--- src/rtl/sarr_pkg.sv ---
// Summary of operation
// - Live status bits 8 to 5 show the digital supply, analog supply, 5 V regulator and charge pump faults as they are now.
// - Live status bit 4 is high while the die temperature indication says 115 C or more.
// - Live status bits 3 to 0 show the present fault state of channels D, C, B and A.
// - Live status bits are never latched and follow their conditions with no software clear.
// - A set mask bit keeps its alert status bit off the alert pin, a clear one lets it through.
// - Each mask bit sits at the same position as the alert status bit it covers.
// - The alert mask register resets to zero, bit 15 reads zero and bits 14 to 0 are writable.
// - Bits 7 to 0 of the readback select register hold the address whose contents are returned.
// - With automatic read off, data comes back only in the word right after a readback select write.
// - With automatic read on, every word returns the data at the current read address.
// - In an automatic burst the read address starts at the readback address and steps by one each word.
// - With the header select bit clear, read word bits 30 to 24 carry the readback address.
// - With the header select bit set, bits 30 to 24 carry converter ready, alert flags and four comparators.
// - The readback select register resets to zero and bits 15 to 10 read zero.
//
// Constants and carrier types of the status, alert mask and readback block.
// Assumes one 100 MHz device clock and a serial host clock far slower than it.
package sarr_pkg;

   // ---------------------------------------------------------------
   // Register map
   // ---------------------------------------------------------------
   localparam logic [7:0] ADDR_LIVE = 8'h2F;
   localparam logic [7:0] ADDR_MASK = 8'h3C;
   localparam logic [7:0] ADDR_RBSEL = 8'h41;
   localparam logic [15:0] MASK_RESET = 16'h0000;
   localparam logic [15:0] MASK_WMASK = 16'h7FFF;
   localparam logic [15:0] RBSEL_RESET = 16'h0000;
   localparam logic [15:0] RBSEL_WMASK = 16'h03FF;
   localparam logic [15:0] DATA_NONE = 16'h0000;
   localparam logic [7:0] ADDR_STEP = 8'h01;

   // ---------------------------------------------------------------
   // Serial framing
   // ---------------------------------------------------------------
   localparam logic [4:0] BIT_FIRST = 5'h00;
   localparam logic [4:0] BIT_LAST = 5'h1F;
   localparam logic [4:0] BIT_STEP = 5'h01;

   typedef enum logic [0:0] {
      SARR_IDLE = 1'b0,
      SARR_SHIFT = 1'b1
   } sarr_state_e;

   typedef struct packed {
      logic [7:0] flags;
      logic [7:0] addr;
      logic [15:0] data;
   } sarr_in_word_s;

   typedef struct packed {
      logic zero;
      logic [6:0] header;
      logic [7:0] pad;
      logic [15:0] data;
   } sarr_out_word_s;

   typedef struct packed {
      logic [5:0] rsvd;
      logic auto_read;
      logic frame_header_select;
      logic [7:0] rb_addr;
   } sarr_rbsel_s;

   typedef struct packed {
      logic adc_rdy;
      logic alert_pending;
      logic alert_any;
      logic [3:0] din_comp;
   } sarr_info_s;

   // Live condition word, laid out exactly as the live status register.
   typedef struct packed {
      logic rsvd;
      logic adc_rdy;
      logic adc_busy;
      logic [2:0] adc_chan;
      logic reg1v8_live;
      logic digital_supply_live;
      logic analog_supply_live;
      logic reg5v_live;
      logic pump_live;
      logic overheat_live;
      logic chan_d_fault_live;
      logic chan_c_fault_live;
      logic chan_b_fault_live;
      logic chan_a_fault_live;
   } sarr_live_s;

endpackage

--- src/rtl/sarr_core.sv ---
// Serial register port with live status, alert mask and readback select.
// Assumes a 32-bit word per 32 serial clocks, data taken on the falling edge.
// Assumes the serial pins and live conditions are asynchronous to clk.
`timescale 1ns/100ps
module sarr_core (
   input wire logic clk,
   input wire logic rst_n,
   input wire logic sclk,
   input wire logic sync_n,
   input wire logic sdi,
   output logic sdo,
   output logic sdo_oe,
   input wire sarr_pkg::sarr_live_s live_cond,
   input wire logic [3:0] din_comp,
   input wire logic [14:0] alert_status,
   output logic alert_n,
   output logic [15:0] alert_mask_bits,
   output sarr_pkg::sarr_rbsel_s readback_select
);

   // ---------------------------------------------------------------
   // State
   // ---------------------------------------------------------------
   typedef struct packed {
      sarr_pkg::sarr_state_e st;
      logic sclk_d;
      logic [4:0] bitcnt;
      logic [31:0] shin;
      logic [31:0] shout;
      logic pend;
      logic [7:0] rd_addr;
      logic [15:0] mask;
      sarr_pkg::sarr_rbsel_s rbsel;
   } sarr_core_s;

   sarr_core_s q;
   sarr_core_s next_q;

   logic [22:0] sync_bus;
   logic s_sclk;
   logic s_sync_n;
   logic s_sdi;
   sarr_pkg::sarr_live_s s_live;
   logic [3:0] s_din;
   logic alert_pending;
   logic sclk_fall;
   logic frame_start;
   logic word_done;
   logic load;
   sarr_pkg::sarr_in_word_s in_word;
   logic wr_mask;
   logic wr_rbsel;

   // ---------------------------------------------------------------
   // Synchronisers and alert gate
   // ---------------------------------------------------------------
   // Live conditions pass the same two stages as the pins; two cycles of lag
   // are invisible against a serial word of several microseconds.
   // The frame select travels inverted, so the flushed synchroniser reads as no frame
   // instead of opening a false frame in the first cycles after reset.
   sarr_sync #(
      .WIDTH(23)
   ) u_sync (
      .clk(clk),
      .rst_n(rst_n),
      .async_in({sclk, ~sync_n, sdi, live_cond, din_comp}),
      .sync_out(sync_bus)
   );

   assign s_sclk = sync_bus[22];
   assign s_sync_n = ~sync_bus[21];
   assign s_sdi = sync_bus[20];
   assign s_live = sarr_pkg::sarr_live_s'(sync_bus[19:4]);
   assign s_din = sync_bus[3:0];

   sarr_alert_gate u_gate (
      .clk(clk),
      .rst_n(rst_n),
      .alert_status(alert_status),
      .alert_mask(q.mask[14:0]),
      .alert_n(alert_n),
      .alert_pending(alert_pending)
   );

   // ---------------------------------------------------------------
   // Decoding
   // ---------------------------------------------------------------
   function automatic logic [15:0] read_reg(
      input logic [7:0] addr,
      input logic [15:0] mask,
      input sarr_pkg::sarr_rbsel_s rbsel,
      input sarr_pkg::sarr_live_s live
   );
      logic [15:0] v;
      v = sarr_pkg::DATA_NONE;
      case (addr)
         sarr_pkg::ADDR_LIVE: begin
            v = {1'b0, live[14:0]};
         end
         sarr_pkg::ADDR_MASK: begin
            v = mask & sarr_pkg::MASK_WMASK;
         end
         sarr_pkg::ADDR_RBSEL: begin
            v = rbsel & sarr_pkg::RBSEL_WMASK;
         end
         default: begin
            v = sarr_pkg::DATA_NONE;
         end
      endcase
      return v;
   endfunction

   function automatic logic [31:0] build_word(
      input logic [7:0] addr,
      input logic show,
      input logic [15:0] mask,
      input sarr_pkg::sarr_rbsel_s rbsel,
      input sarr_pkg::sarr_live_s live,
      input sarr_pkg::sarr_info_s info
   );
      sarr_pkg::sarr_out_word_s w;
      w.zero = 1'b0;
      w.pad = 8'h00;
      if (rbsel.frame_header_select) begin
         w.header = info;
      end else begin
         w.header = rbsel.rb_addr[6:0];
      end
      w.data = show ? read_reg(addr, mask, rbsel, live) : sarr_pkg::DATA_NONE;
      return w;
   endfunction

   assign sclk_fall = ~s_sclk & q.sclk_d;
   assign frame_start = (q.st == sarr_pkg::SARR_IDLE) && !s_sync_n;
   assign word_done = (q.st == sarr_pkg::SARR_SHIFT) && !s_sync_n && sclk_fall && (q.bitcnt == sarr_pkg::BIT_LAST);
   assign load = frame_start || word_done;
   assign in_word = sarr_pkg::sarr_in_word_s'({q.shin[30:0], s_sdi});
   assign wr_mask = word_done && (in_word.addr == sarr_pkg::ADDR_MASK);
   assign wr_rbsel = word_done && (in_word.addr == sarr_pkg::ADDR_RBSEL);

   // ---------------------------------------------------------------
   // Next state
   // ---------------------------------------------------------------
   always_comb begin
      sarr_pkg::sarr_info_s info;
      sarr_pkg::sarr_rbsel_s rbsel_n;
      logic [7:0] addr_n;
      logic show;
      info = '0;
      rbsel_n = q.rbsel;
      addr_n = q.rd_addr;
      show = 1'b0;
      next_q = q;
      next_q.sclk_d = s_sclk;
      info.adc_rdy = s_live.adc_rdy;
      info.alert_pending = alert_pending;
      info.alert_any = |alert_status;
      info.din_comp = s_din;
      case (q.st)
         sarr_pkg::SARR_IDLE: begin
            if (!s_sync_n) begin
               // A new burst always restarts at the readback address.
               addr_n = q.rbsel.rb_addr;
               show = q.rbsel.auto_read || q.pend;
               next_q.st = sarr_pkg::SARR_SHIFT;
               next_q.bitcnt = sarr_pkg::BIT_FIRST;
               next_q.rd_addr = addr_n;
               next_q.shout = build_word(addr_n, show, q.mask, q.rbsel, s_live, info);
            end
         end
         sarr_pkg::SARR_SHIFT: begin
            if (s_sync_n) begin
               // A partial word is dropped; nothing it carried is written.
               next_q.st = sarr_pkg::SARR_IDLE;
            end else if (sclk_fall) begin
               next_q.shin = in_word;
               next_q.shout = {q.shout[30:0], 1'b0};
               next_q.bitcnt = 5'(q.bitcnt + sarr_pkg::BIT_STEP);
               if (q.bitcnt == sarr_pkg::BIT_FIRST) begin
                  next_q.pend = 1'b0;
               end
               if (word_done) begin
                  if (wr_mask) begin
                     next_q.mask = in_word.data & sarr_pkg::MASK_WMASK;
                  end
                  if (wr_rbsel) begin
                     rbsel_n = sarr_pkg::sarr_rbsel_s'(in_word.data & sarr_pkg::RBSEL_WMASK);
                  end
                  // The written word is already out, so the new setting only shapes the next one.
                  next_q.rbsel = rbsel_n;
                  next_q.pend = wr_rbsel && !rbsel_n.auto_read;
                  if (rbsel_n.auto_read) begin
                     addr_n = q.rbsel.auto_read ? 8'(q.rd_addr + sarr_pkg::ADDR_STEP) : rbsel_n.rb_addr;
                  end else begin
                     addr_n = rbsel_n.rb_addr;
                  end
                  show = rbsel_n.auto_read || wr_rbsel;
                  next_q.rd_addr = addr_n;
                  next_q.bitcnt = sarr_pkg::BIT_FIRST;
                  next_q.shout = build_word(addr_n, show, next_q.mask, rbsel_n, s_live, info);
               end
            end
         end
         default: begin
            next_q.st = sarr_pkg::SARR_IDLE;
         end
      endcase
   end

   always_ff @(posedge clk) begin
      if (!rst_n) begin
         q <= '0;
         q.mask <= sarr_pkg::MASK_RESET;
         q.rbsel <= sarr_pkg::RBSEL_RESET;
      end else begin
         q <= next_q;
      end
   end

   assign sdo = q.shout[31];
   assign sdo_oe = (q.st == sarr_pkg::SARR_SHIFT);
   assign alert_mask_bits = q.mask;
   assign readback_select = q.rbsel;
endmodule

--- src/rtl/sarr_sync.sv ---
// Two flip-flop synchroniser for a bundle of independent levels.
// Assumes each bit is a level that may change at any time relative to clk.
`timescale 1ns/100ps
module sarr_sync #(
   parameter int WIDTH = 1
) (
   input wire logic clk,
   input wire logic rst_n,
   input wire logic [WIDTH-1:0] async_in,
   output logic [WIDTH-1:0] sync_out
);

   typedef struct packed {
      logic [WIDTH-1:0] meta;
      logic [WIDTH-1:0] stable;
   } sarr_sync_s;

   sarr_sync_s q;
   sarr_sync_s next_q;

   // Only the second stage reads the first; all logic sees the second.
   always_comb begin
      next_q.meta = async_in;
      next_q.stable = q.meta;
   end

   always_ff @(posedge clk) begin
      if (!rst_n) begin
         q <= '0;
      end else begin
         q <= next_q;
      end
   end

   assign sync_out = q.stable;

endmodule

--- src/rtl/sarr_alert_gate.sv ---
// Alert pin gating: latched alert status against the alert mask.
// Assumes alert_status comes from the latched status register on the same clock.
`timescale 1ns/100ps
module sarr_alert_gate (
   input wire logic clk,
   input wire logic rst_n,
   input wire logic [14:0] alert_status,
   input wire logic [14:0] alert_mask,
   output logic alert_n,
   output logic alert_pending
);

   typedef struct packed {
      logic pending;
   } sarr_gate_s;

   sarr_gate_s q;
   sarr_gate_s next_q;

   always_comb begin
      next_q.pending = |(alert_status & ~alert_mask);
   end

   always_ff @(posedge clk) begin
      if (!rst_n) begin
         q <= '0;
      end else begin
         q <= next_q;
      end
   end

   // The pin is active low, so a quiet device holds it high.
   assign alert_n = ~q.pending;
   assign alert_pending = q.pending;
endmodule

--- config.mk ---
export PLATFORM = sky130hd
export DESIGN_NAME = sarr_core
export DESIGN_NICKNAME = d
export VERILOG_FILES = /design/src/rtl/sarr_pkg.sv /design/src/rtl/sarr_core.sv /design/src/rtl/sarr_sync.sv /design/src/rtl/sarr_alert_gate.sv
export SDC_FILE = /design/constraint.sdc
export NUM_CORES = 1
export LEC_CHECK = 0
export ABC_AREA = 0
export BUFFER_PORTS_ARGS = -buffer_cell sky130_fd_sc_hd__buf_2
export CAP_MARGIN = 0
export CORE_ASPECT_RATIO = 1.5
export CORE_UTILIZATION = 50
export DETAILED_ROUTE_END_ITERATION = 8
export GPL_ROUTABILITY_DRIVEN = 0
export HOLD_SLACK_MARGIN = 0.15
export PLACE_DENSITY_LB_ADDON = 0.2
export SETUP_SLACK_MARGIN = 0.4
export SYNTH_ARGS = -nofsm -noshare
export SYNTH_HDL_FRONTEND = slang
export SYNTH_SLANG_ARGS = --single-unit
--- constraint.sdc ---
create_clock -name clk -period 5.8 [get_ports clk]
set_input_delay 1.45 -clock clk [delete_from_list [all_inputs] [get_ports clk]]
set_output_delay 1.45 -clock clk [all_outputs]
set_load 0.005 [all_outputs]
# == Word level (Yosys, flattened, before mapping) ==
# Cells that the tools add are included.
# word_totals
ff_bits,158
input_bits,40
output_inout_bits,35
elab_cells,87
# op_classes
reduce_logical,19
n_mux,30
eq_ne,14
n_addsub,2
n_bitwise,7
# op_table
cell,n
2-to-1 mux 110 bit,2
2-to-1 mux 16 bit,6
one-hot mux 15 bit (3 select lines),2
2-to-1 mux 73 bit,1
one-hot mux 32 bit (2 select lines),1
2-to-1 mux 8 bit,7
== test 8 x 6 -> 1 bit (second input constant),5
2-to-1 mux 32 bit,1
2-to-1 mux 15 bit,2
OR reduction 15 bit,2
== test 8 x 7 -> 1 bit (second input constant),3
one-hot mux 8 bit (2 select lines),1
AND 15 bit,1
inverter 15 bit,1
2-to-1 mux 7 bit,2
AND reduction 4 bit,3
2-to-1 mux 5 bit,2
one-hot mux 5 bit (2 select lines),1
adder 8 x 1 -> 8 bit (second input constant),1
!= test 2 x 1 -> 1 bit (second input constant),4
logical AND 1 bit,6
AND reduction 3 bit,2
adder 5 x 1 -> 5 bit (second input constant),1
== test 5 bit (second input constant),1
9 further kinds,14

# == Depth between registers and ports, before layout ==
# Gate-level depths: netlist of the first run.
# logic_depth
ltp_word,23
ltp_mapped,13
ltp_nobuf,10

# == By module ==
# Synthesis of the first run repeated with hierarchy kept, for this count alone.
# unflattened
cells_unflattened,762
area_unflattened_um2,6744.0
# by_module_without_submodules
mod,instances,seq_area_each_um2,cells_per_inst,area_per_inst_um2
sarr_core,1,1921.8,639,5311.3
sarr_sync,1,920.9,96,1286.2
sarr_alert_gate,1,20.0,27,146.4

# == Worst setup path before layout of the first run ==
# No wires, ideal clock.
# synth_path
kind,register to register
from,register q[105] in the netlist's numbering
to,register q[41] in the netlist's numbering
path_buffers,2
required_ns,5.734
period_less_slack_ns,2.956
path_stages_with_launch,13
path_slack_ns,2.844
setup_ns,0.066
t_arrival_ns,2.889
cell_sequence,dfxtp_1 ha_1 and3_1 ha_1 clkbuf_1 nor2b_1 a41o_1 buf_2 nor3_2 nand4_1 a2111oi_4 a221oi_2 a21oi_2
# synth_via
elab_chain_cells,21
elab_cells_between_ends,26
cone_classes,eq/ne: 4; mux: 18; reduce/logical: 4
# synth_lines
element,line,source
"start, declared",sarr_core.sv:36,sarr_core_s q;
"start signal, assigned",sarr_core.sv:216,q <= next_q;
== test 5 bit *,sarr_core.sv:135,assign word_done = (q.st == sarr_pkg::SARR_SHIFT) && !s_sync_n && sclk_fall && (q.bitcnt == sarr_pkg::BIT_LAST ...
logical AND 1 bit *,sarr_core.sv:135,
logical AND 1 bit,sarr_core.sv:139,assign wr_rbsel = word_done && (in_word.addr == sarr_pkg::ADDR_RBSEL);
2-to-1 mux 16 bit,sarr_core.sv:186,if (wr_rbsel) begin
2-to-1 mux 16 bit,sarr_core.sv:182,if (word_done) begin
2-to-1 mux 16 bit,sarr_core.sv:175,end else if (sclk_fall) begin
2-to-1 mux 16 bit,sarr_core.sv:172,if (s_sync_n) begin
2-to-1 mux 16 bit,sarr_core.sv:159,case (q.st)
(+5 left out),n/a,
2-to-1 mux 8 bit,sarr_core.sv:159,
== test 8 x 7 -> 1 bit or == test 8 x 6 -> 1 bit (tied branches),sarr_core.sv:96,case (addr)
one-hot mux 15 bit (3 select lines),sarr_core.sv:96,
2-to-1 mux 15 bit,sarr_core.sv:129,"w.data = show ? read_reg(addr, mask, rbsel, live) : sarr_pkg::DATA_NONE;"
2-to-1 mux 73 bit *,sarr_core.sv:182,
2-to-1 mux 110 bit *,sarr_core.sv:175,
2-to-1 mux 110 bit *,sarr_core.sv:172,
one-hot mux 32 bit (2 select lines) *,sarr_core.sv:159,
# Mark *: on every way between the ends. The rest lies on a longest branch, timed or not. The select of a mux whose other input is x is not followed.
# A chain may end at the register's enable or synchronous reset.

# == Final worst setup path of the first run ==
# layout_path
from,register q (netlist bit sdo_oe)
to,register q[49] in the netlist's numbering
# layout_via
elab_chain_cells,22
elab_cells_between_ends,32
cone_classes,eq/ne: 6; mux: 18; bitwise: 1; reduce/logical: 7
# layout_lines
element,line,source
logical AND 1 bit (3 in series),sarr_core.sv:135,
logical AND 1 bit,sarr_core.sv:139,
2-to-1 mux 16 bit,sarr_core.sv:186,
2-to-1 mux 16 bit,sarr_core.sv:182,
2-to-1 mux 16 bit,sarr_core.sv:175,
2-to-1 mux 16 bit,sarr_core.sv:172,
2-to-1 mux 16 bit,sarr_core.sv:159,
2-to-1 mux 8 bit,sarr_core.sv:193,addr_n = q.rbsel.auto_read ? 8'(q.rd_addr + sarr_pkg::ADDR_STEP) : rbsel_n.rb_addr;
(+4 left out),n/a,
2-to-1 mux 8 bit,sarr_core.sv:159,
== test 8 x 7 -> 1 bit or == test 8 x 6 -> 1 bit (tied branches),sarr_core.sv:96,
one-hot mux 15 bit (3 select lines),sarr_core.sv:96,
2-to-1 mux 15 bit,sarr_core.sv:129,
2-to-1 mux 73 bit,sarr_core.sv:182,
2-to-1 mux 110 bit,sarr_core.sv:175,
2-to-1 mux 110 bit,sarr_core.sv:172,
one-hot mux 32 bit (2 select lines),sarr_core.sv:159,
# Parallel ways exist; a longest one is shown, timed or not. The select of a mux whose other input is x is not followed.

==> flow_summary.yaml, run 1 <==
power:
  p_clk_frac: 0.483
  powerDensity_nw_per_um2: 281.8
  power_frac_seq: 0.479
  switching_share: 0.2467
  power.internal_mw: 1.588
  p_leak_nw: 2.931
  switchingPower_mw: 0.5200
  vdd_drop_max_mv: 0.2618
  power_frac_comb: 0.038
floorplan:
  initial_utilization: 0.5168
  coreArea_um2: 13080
  num_rows: 51
  pin_count: 75
  die_w_um: 96.94
  die_height_um: 144.4
  dieArea_um2: 14000
cts:
  cts_sinks: 141
  cts_buffers: 17
  clock_path_buffers: 2
  root_buffer: "clkbuf_16"
  clkTransAtPathRegs_ns: 0.07
  h-tree-depth: 4
  insertion_delay_ns: 0.42
  ctsHoldBuffers: 0
  cts-resized-gates: 0
  post_cts_buffers: 0
  tritoncts: "yes"
place:
  port_buffers: 66
  dpl_cell_area_um2: 6927
  dp_hpwl_um: 12720
  pre_cts_ws_ns: 1.832
synth:
  postSynthCellCount: 790
  yosysWarnings: 0
  synthArstFlopShare: 0
  ys.flop_type: "dfxtp_1"
  ys_top_cells_by_area: "dfxtp_1 42%, mux2i_1 5.0%, nand2_1 5.0%"
  syn_area_um2: 6760
  synth_area_leader_cell: "dfxtp_1"
  synth_top_cell_area_share: 0.4175
  ys_ff_latch: 141
  synth_edf_count: 0
  ys_seq_area_frac: 0.4175
  syn_avg_cell_area_um2: 8.557
  netlist-cell-type-count: 69
routing:
  drtAntennaViolNets: 0
  viasPerCell: 6.213
  via_count: 6064
  drt-initial-drc-count: 482
  wirelength_um: 18760
  drtPass1Iterations: 5
  drc: 0
  wl_per_cell_um: 19.22
layout:
  fillCellCount: 1193
  drive_above_1_share: 0.1628
  fin_area_um2: 7478
  postLayoutCoreUtil: 0.5717
  syn_to_final_growth_pct: 10.62
  multi_input_area_um2: 3387
  ff_latch_area_um2: 2823
  antennaDiodeCount: 0
  finalNetCount: 848
outcome:
  status: "completed"
sta:
  timing.fmax_mhz: 240.8
  fin_setup_tns_ns: 0
  fin_crit_sh: 0.7159
  rsz0062_at_grt: "no"
  setup_violations: 0
  hold_viol: 0
  slew_violations: 0
  maxSlewHeadroom: 0.2009
  worst_pin_slew_ns: 1.165
  final.setup_skew_ns: 0.009299
  post-route-worst-setup-slack_ns: 1.648
  hold-worst-slack_ns: 0.4288
  fin_crit_ns: 4.152
global_route:
  grt_usage: 0.2705
  grt_pass1_vias: 5816
  grt_max_degree: 73
  antenna_found_initial: 0
  grt_pass1_wl_um: 29720
  grt_overflow: 0
hold_path:
  hold_path.class: "flip-flop to flip-flop"
critical_path:
  critPathLaunchType: "flip-flop"
  end_kind: "flip-flop"
  cp.required_ns: 6.14
  critPathKind: "flip-flop to flip-flop"
  worstPathArrival_ns: 4.49
  crit_fanout: 23
job:
  drv_cap: 0
## layout by cell type (no fill, tap or decap), types with 4 or more instances in the layout
cell and count:
buf_2 66, nand4_1 4, a22oi_1 16, a21oi_1 57, mux2_2 7, a32oi_1 7, ha_1 4, dfxtp_1 141
nand2_1 90, conb_1 7, inv_1 25, nand3_1 8, and2_1 51, clkinvlp_4 4, o22ai_1 6, nor3_1 14
buf_4 12, a221o_1 5, o21ai_0 26, inv_6 6, a221oi_1 17, o211ai_1 14, o21ai_1 7, clkbuf_16 17
nor4_1 9, a211oi_1 6, nor2b_1 6, mux2i_1 34, nor3b_1 5, a22o_1 11, nor2_1 64, a31oi_1 9
## power by group through the flow
stage          registers (mW)  logic [mW]  clock network (mW)
6_report                 1.01      0.0791                1.02
5_1_grt                  1.01      0.0893                1.07
4_1_cts                  1.01      0.0785                1.03
3_5_place_dp             1.03      0.0782                   0
3_3_place_gp             1.03      0.0756                   0
2_1_floorplan            1.02      0.0594                   0
## layer usage
| layer | vias to the layer above | routed length (um) | part of all wire | GRT usage |
|---|---|---|---|---|
| li1 | 2817 | - | - | - |
| met5 | - | 0 | 0 | 0 |
| met4 | 0 | 1025 | 0.055 | 0.1697 |
| met3 | 76 | 1406 | 0.075 | 0.04930 |
| met1 | 2841 | 7297 | 0.39 | 0.3130 |
| met2 | 330 | 9027 | 0.48 | 0.4629 |
## final timing paths
path / startpoint / end / slack (ns) / depth (start not counted)
hold reg to reg: u_sync.next_q[12]$_SDFF_PN0_ / u_sync.sync_out[12]$_SDFF_PN0_ / 0.43 / 1
setup reg to reg: sdo_oe$_SDFF_PN0_ / q[49]$_SDFFE_PN0P_ / 1.65 / 9
hold / removal: u_sync.next_q[12]$_SDFF_PN0_ / u_sync.sync_out[12]$_SDFF_PN0_ / 0.43 / 1
setup / recovery: sdo_oe$_SDFF_PN0_ / q[49]$_SDFFE_PN0P_ / 1.65 / 9
## kinds of logic after synthesis
group                    count (synthesis)  share of synthesized area
AND/OR/NAND/NOR                        276                     0.2066
adder cells (fa/ha/maj)                  4                   0.007404
multiplexers                            41                    0.06200
flip-flops                             141                     0.4175
buffers and inverters                  115                    0.08477
AO/OA/AOI/OAI                          207                     0.2147
other                                    1                  0.0005547
XOR/XNOR                                 5                   0.006479
## critical path: stages, from the launching register on
cell and delay, ns:
dfxtp_1 0.80, and4b_1 0.74, buf_4 0.40, and4_4 0.39, mux2i_1 0.55, o21bai_2 0.26, a221oi_2 0.28, buf_4 0.29
a32oi_1 0.15, a31oi_1 0.21
## synth_stat cells (6+ instances only)
cell,instances
a31oi_1,9
a21oi_1,57
mux2i_1,34
inv_1,25
nor2b_1,6
a211oi_1,6
nand2_1,90
clkbuf_1,46
nor2_1,64
o211ai_1,14
nor4_1,9
mux2_2,7
a32oi_1,7
dfxtp_1,141
a22o_1,11
o21ai_0,26
a22oi_1,16
nor3_1,14
a221oi_1,17
o21ai_1,7
and2_1,51
nand3_1,8
buf_4,34
o22ai_1,6
## cell type report
type                       count  share of cell area
tap                          159             0.02660
clock inverter                15             0.01690
clock buffer                  17             0.05688
multi-input combinational    540              0.4529
timing repair buffer          78             0.05622
inverter                      26             0.01305
sequential                   141              0.3774
## state kept, by name, summed over array words and instances, names as in the netlist
register and flops:
sdo_oe 1, u_sync.sync_out 22, readback_select 10, u_sync.next_q 22
alert_mask_bits 15, in_word 23, sdo 1, u_gate.alert_pending 1
q 46
## per-stage QoR
step           std cells  power, mW
6_report             976      2.108
5_1_grt              976      2.173
4_1_cts              976      2.119
3_5_place_dp         944      1.109
3_3_place_gp         944      1.106
2_1_floorplan        796      1.081
No activity file was read; power rests on OpenSTA's default activity.
==> run 2: changes to the inputs <==
==> constraint.sdc (replaced) <==
create_clock -name clk -period 3.75 [get_ports clk]
set_input_delay 0.9375 -clock clk [delete_from_list [all_inputs] [get_ports clk]]
set_output_delay 0.9375 -clock clk [all_outputs]
set_load 0.005 [all_outputs]
==> flow_summary.yaml, run 2 (synthesis results as in run 1) <==
outcome:
  status: "completed"
floorplan:
  die_w_um: 96.94
  die_height_um: 144.4
  dieArea_um2: 14000
  pin_count: 75
  num_rows: 51
  coreArea_um2: 13080
  initial_utilization: 0.5168
global_route:
  grt_overflow: 0
  antenna_found_initial: 0
  grt_usage: 0.2741
  grt_max_degree: 64
  grt_pass1_wl_um: 29950
  grt_pass1_vias: 5793
hold_path:
  worstHoldEndpoint: "u_sync.sync_out[14]$_SDFF_PN0_"
  hold_path.class: "flip-flop to flip-flop"
  hold_start: "u_sync.next_q[14]$_SDFF_PN0_"
  hold_depth: 1
job:
  drv_cap: 0
cts:
  cts_buffers: 17
  root_buffer: "clkbuf_16"
  cts_sinks: 141
  insertion_delay_ns: 0.42
  h-tree-depth: 4
  tritoncts: "yes"
  clock_path_buffers: 2
  clkTransAtPathRegs_ns: 0.06
sta:
  setup_violations: 0
  worst_pin_slew_ns: 0.7442
  fin_crit_ns: 3.213
  hold_viol: 0
  slew_violations: 0
  fin_setup_tns_ns: 0
  timing.fmax_mhz: 311.2
  final.setup_skew_ns: 0.007418
  rsz0062_at_grt: "no"
  fin_crit_sh: 0.8569
  maxSlewHeadroom: 0.5039
critical_path:
  end_kind: "flip-flop"
  cp_common_cell: "ha_1"
  critPathLaunchType: "flip-flop"
  worstPathArrival_ns: 3.55
  reg2reg_setup_slack_ns: 0.54
  crit_fanout: 15
  cpPeakStageDelay_ns: 0.53
  cp.required_ns: 4.09
  cpMaxStageDelayCell: "mux2i_1"
  path_cells: "ha_1 -> and3_1 -> ha_1 -> and4_4 -> mux2i_1 -> o21bai_2 -> a221oi_2 -> buf_4 -> a32oi_1 -> a31oi_1"
  r2r-start: "q[106]$_SDFFE_PN0P_"
  r2r_cells: 10
  critPathKind: "flip-flop to flip-flop"
  timing.rr.end: "q[49]$_SDFFE_PN0P_"
layout:
  largest_reg_flops: 46
  finalNetCount: 862
  regMostFlops: "q"
  fin_area_um2: 7611
  final_cell_mix: "141 x dfxtp_1, 89 x nand2_1, 66 x buf_2"
  drive_above_1_share: 0.1757
  syn_to_final_growth_pct: 12.59
  layout_commonest_cell: "dfxtp_1"
  antennaDiodeCount: 0
  fin_cells: 990
routing:
  viasPerCell: 6.106
  via_count: 6045
  wirelength_um: 19100
  drtPass1Iterations: 6
  drt-initial-drc-count: 696
  drc: 0
  drtAntennaViolNets: 0
  wl_per_cell_um: 19.29
power:
  powerDensity_nw_per_um2: 432.8
  p_leak_nw: 3.005
  vdd_drop_max_mv: 0.4331
place:
  dpl_cell_area_um2: 7002
  dp_hpwl_um: 13290
  dp.cells: 954
  port_buffers: 66
==> run 2: cell count changes in the layout (fill, tap and decap cells not counted), sizes merged <==
cell	change
buf	+14
inv	-6
clkbuf	+4
bufinv	+1
clkinv	+1
==> run 2: cell type report <==
cell class / instances / area (um2)
clock buffers: 21 / 460.4
clock inverters: 11 / 108.9
fillers: 1132 / 5470
inverters: 26 / 97.59
multi-input cells: 540 / 3397
flip-flops and latches: 141 / 2823
well taps: 159 / 198.9
repair buffers: 92 / 525.5
==> run 2: power by group <==
part           internal (mW)  switching [mW]
sequential              1.54          0.0261
combinational         0.0536          0.0715
clock                  0.953           0.654
total                   2.54           0.751
==> run 2: critical path: cells and delay by family (launching register included) <==
| kind | cells | cell delay, ns |
|---|---|---|
| muxes | 1 | 0.53 |
| and+or+nand+nor | 2 | 0.57 |
| AOI/OAI and AO/OA | 4 | 0.85 |
| adders and majority gates | 2 | 0.51 |
| DFF | 1 | 0.38 |
| buffers and inverters | 1 | 0.28 |
==> run 2: worst max-delay path by stage <==
stage / from / cells past startpoint / end
5_1_grt: q[106]$_SDFFE_PN0P_ / 10 / q[49]$_SDFFE_PN0P_
3_3_place_gp: q[105]$_SDFFE_PN0P_ / 10 / q[41]$_SDFFE_PN0P_
2_1_floorplan: q[105]$_SDFFE_PN0P_ / 12 / q[41]$_SDFFE_PN0P_
6_report: q[106]$_SDFFE_PN0P_ / 10 / q[49]$_SDFFE_PN0P_
3_5_place_dp: q[106]$_SDFFE_PN0P_ / 10 / q[47]$_SDFFE_PN0P_
4_1_cts: q[106]$_SDFFE_PN0P_ / 10 / q[47]$_SDFFE_PN0P_
==> run 2: routing by layer <==
layer | GRT usage | up-vias | part of all wire
met1 | 0.3093 | 2809 | 0.38
li1 | - | 2836 | -
met2 | 0.4596 | 314 | 0.48
met5 | 0 | - | 0
met3 | 0.05655 | 86 | 0.071
met4 | 0.2019 | 0 | 0.069
==> run 2: stage by stage <==
step,power [mW],util,hold WS (ns),setup WS (ns)
after floorplan,1.672,-,0.4119,0.7943
after global placement,1.711,0.5352,0.4148,0.5159
after detailed placement,1.718,0.5352,0.4193,0.4563
after CTS,3.305,0.5788,0.4329,0.4218
after global routing,3.394,0.5818,0.4480,0.4115
final,3.294,0.5818,0.4305,0.5367
==> run 2: what timing repair did <==
| action | 4_1_cts | 5_1_grt |
|---|---|---|
| endpoints found under the hold margin | 0 | 0 |
| endpoints found under the setup margin | 0 | 15 |
| hold buffers | 0 | 0 |
| buffers inserted | 0 | 4 |
| gates resized for setup | 0 | 2 |
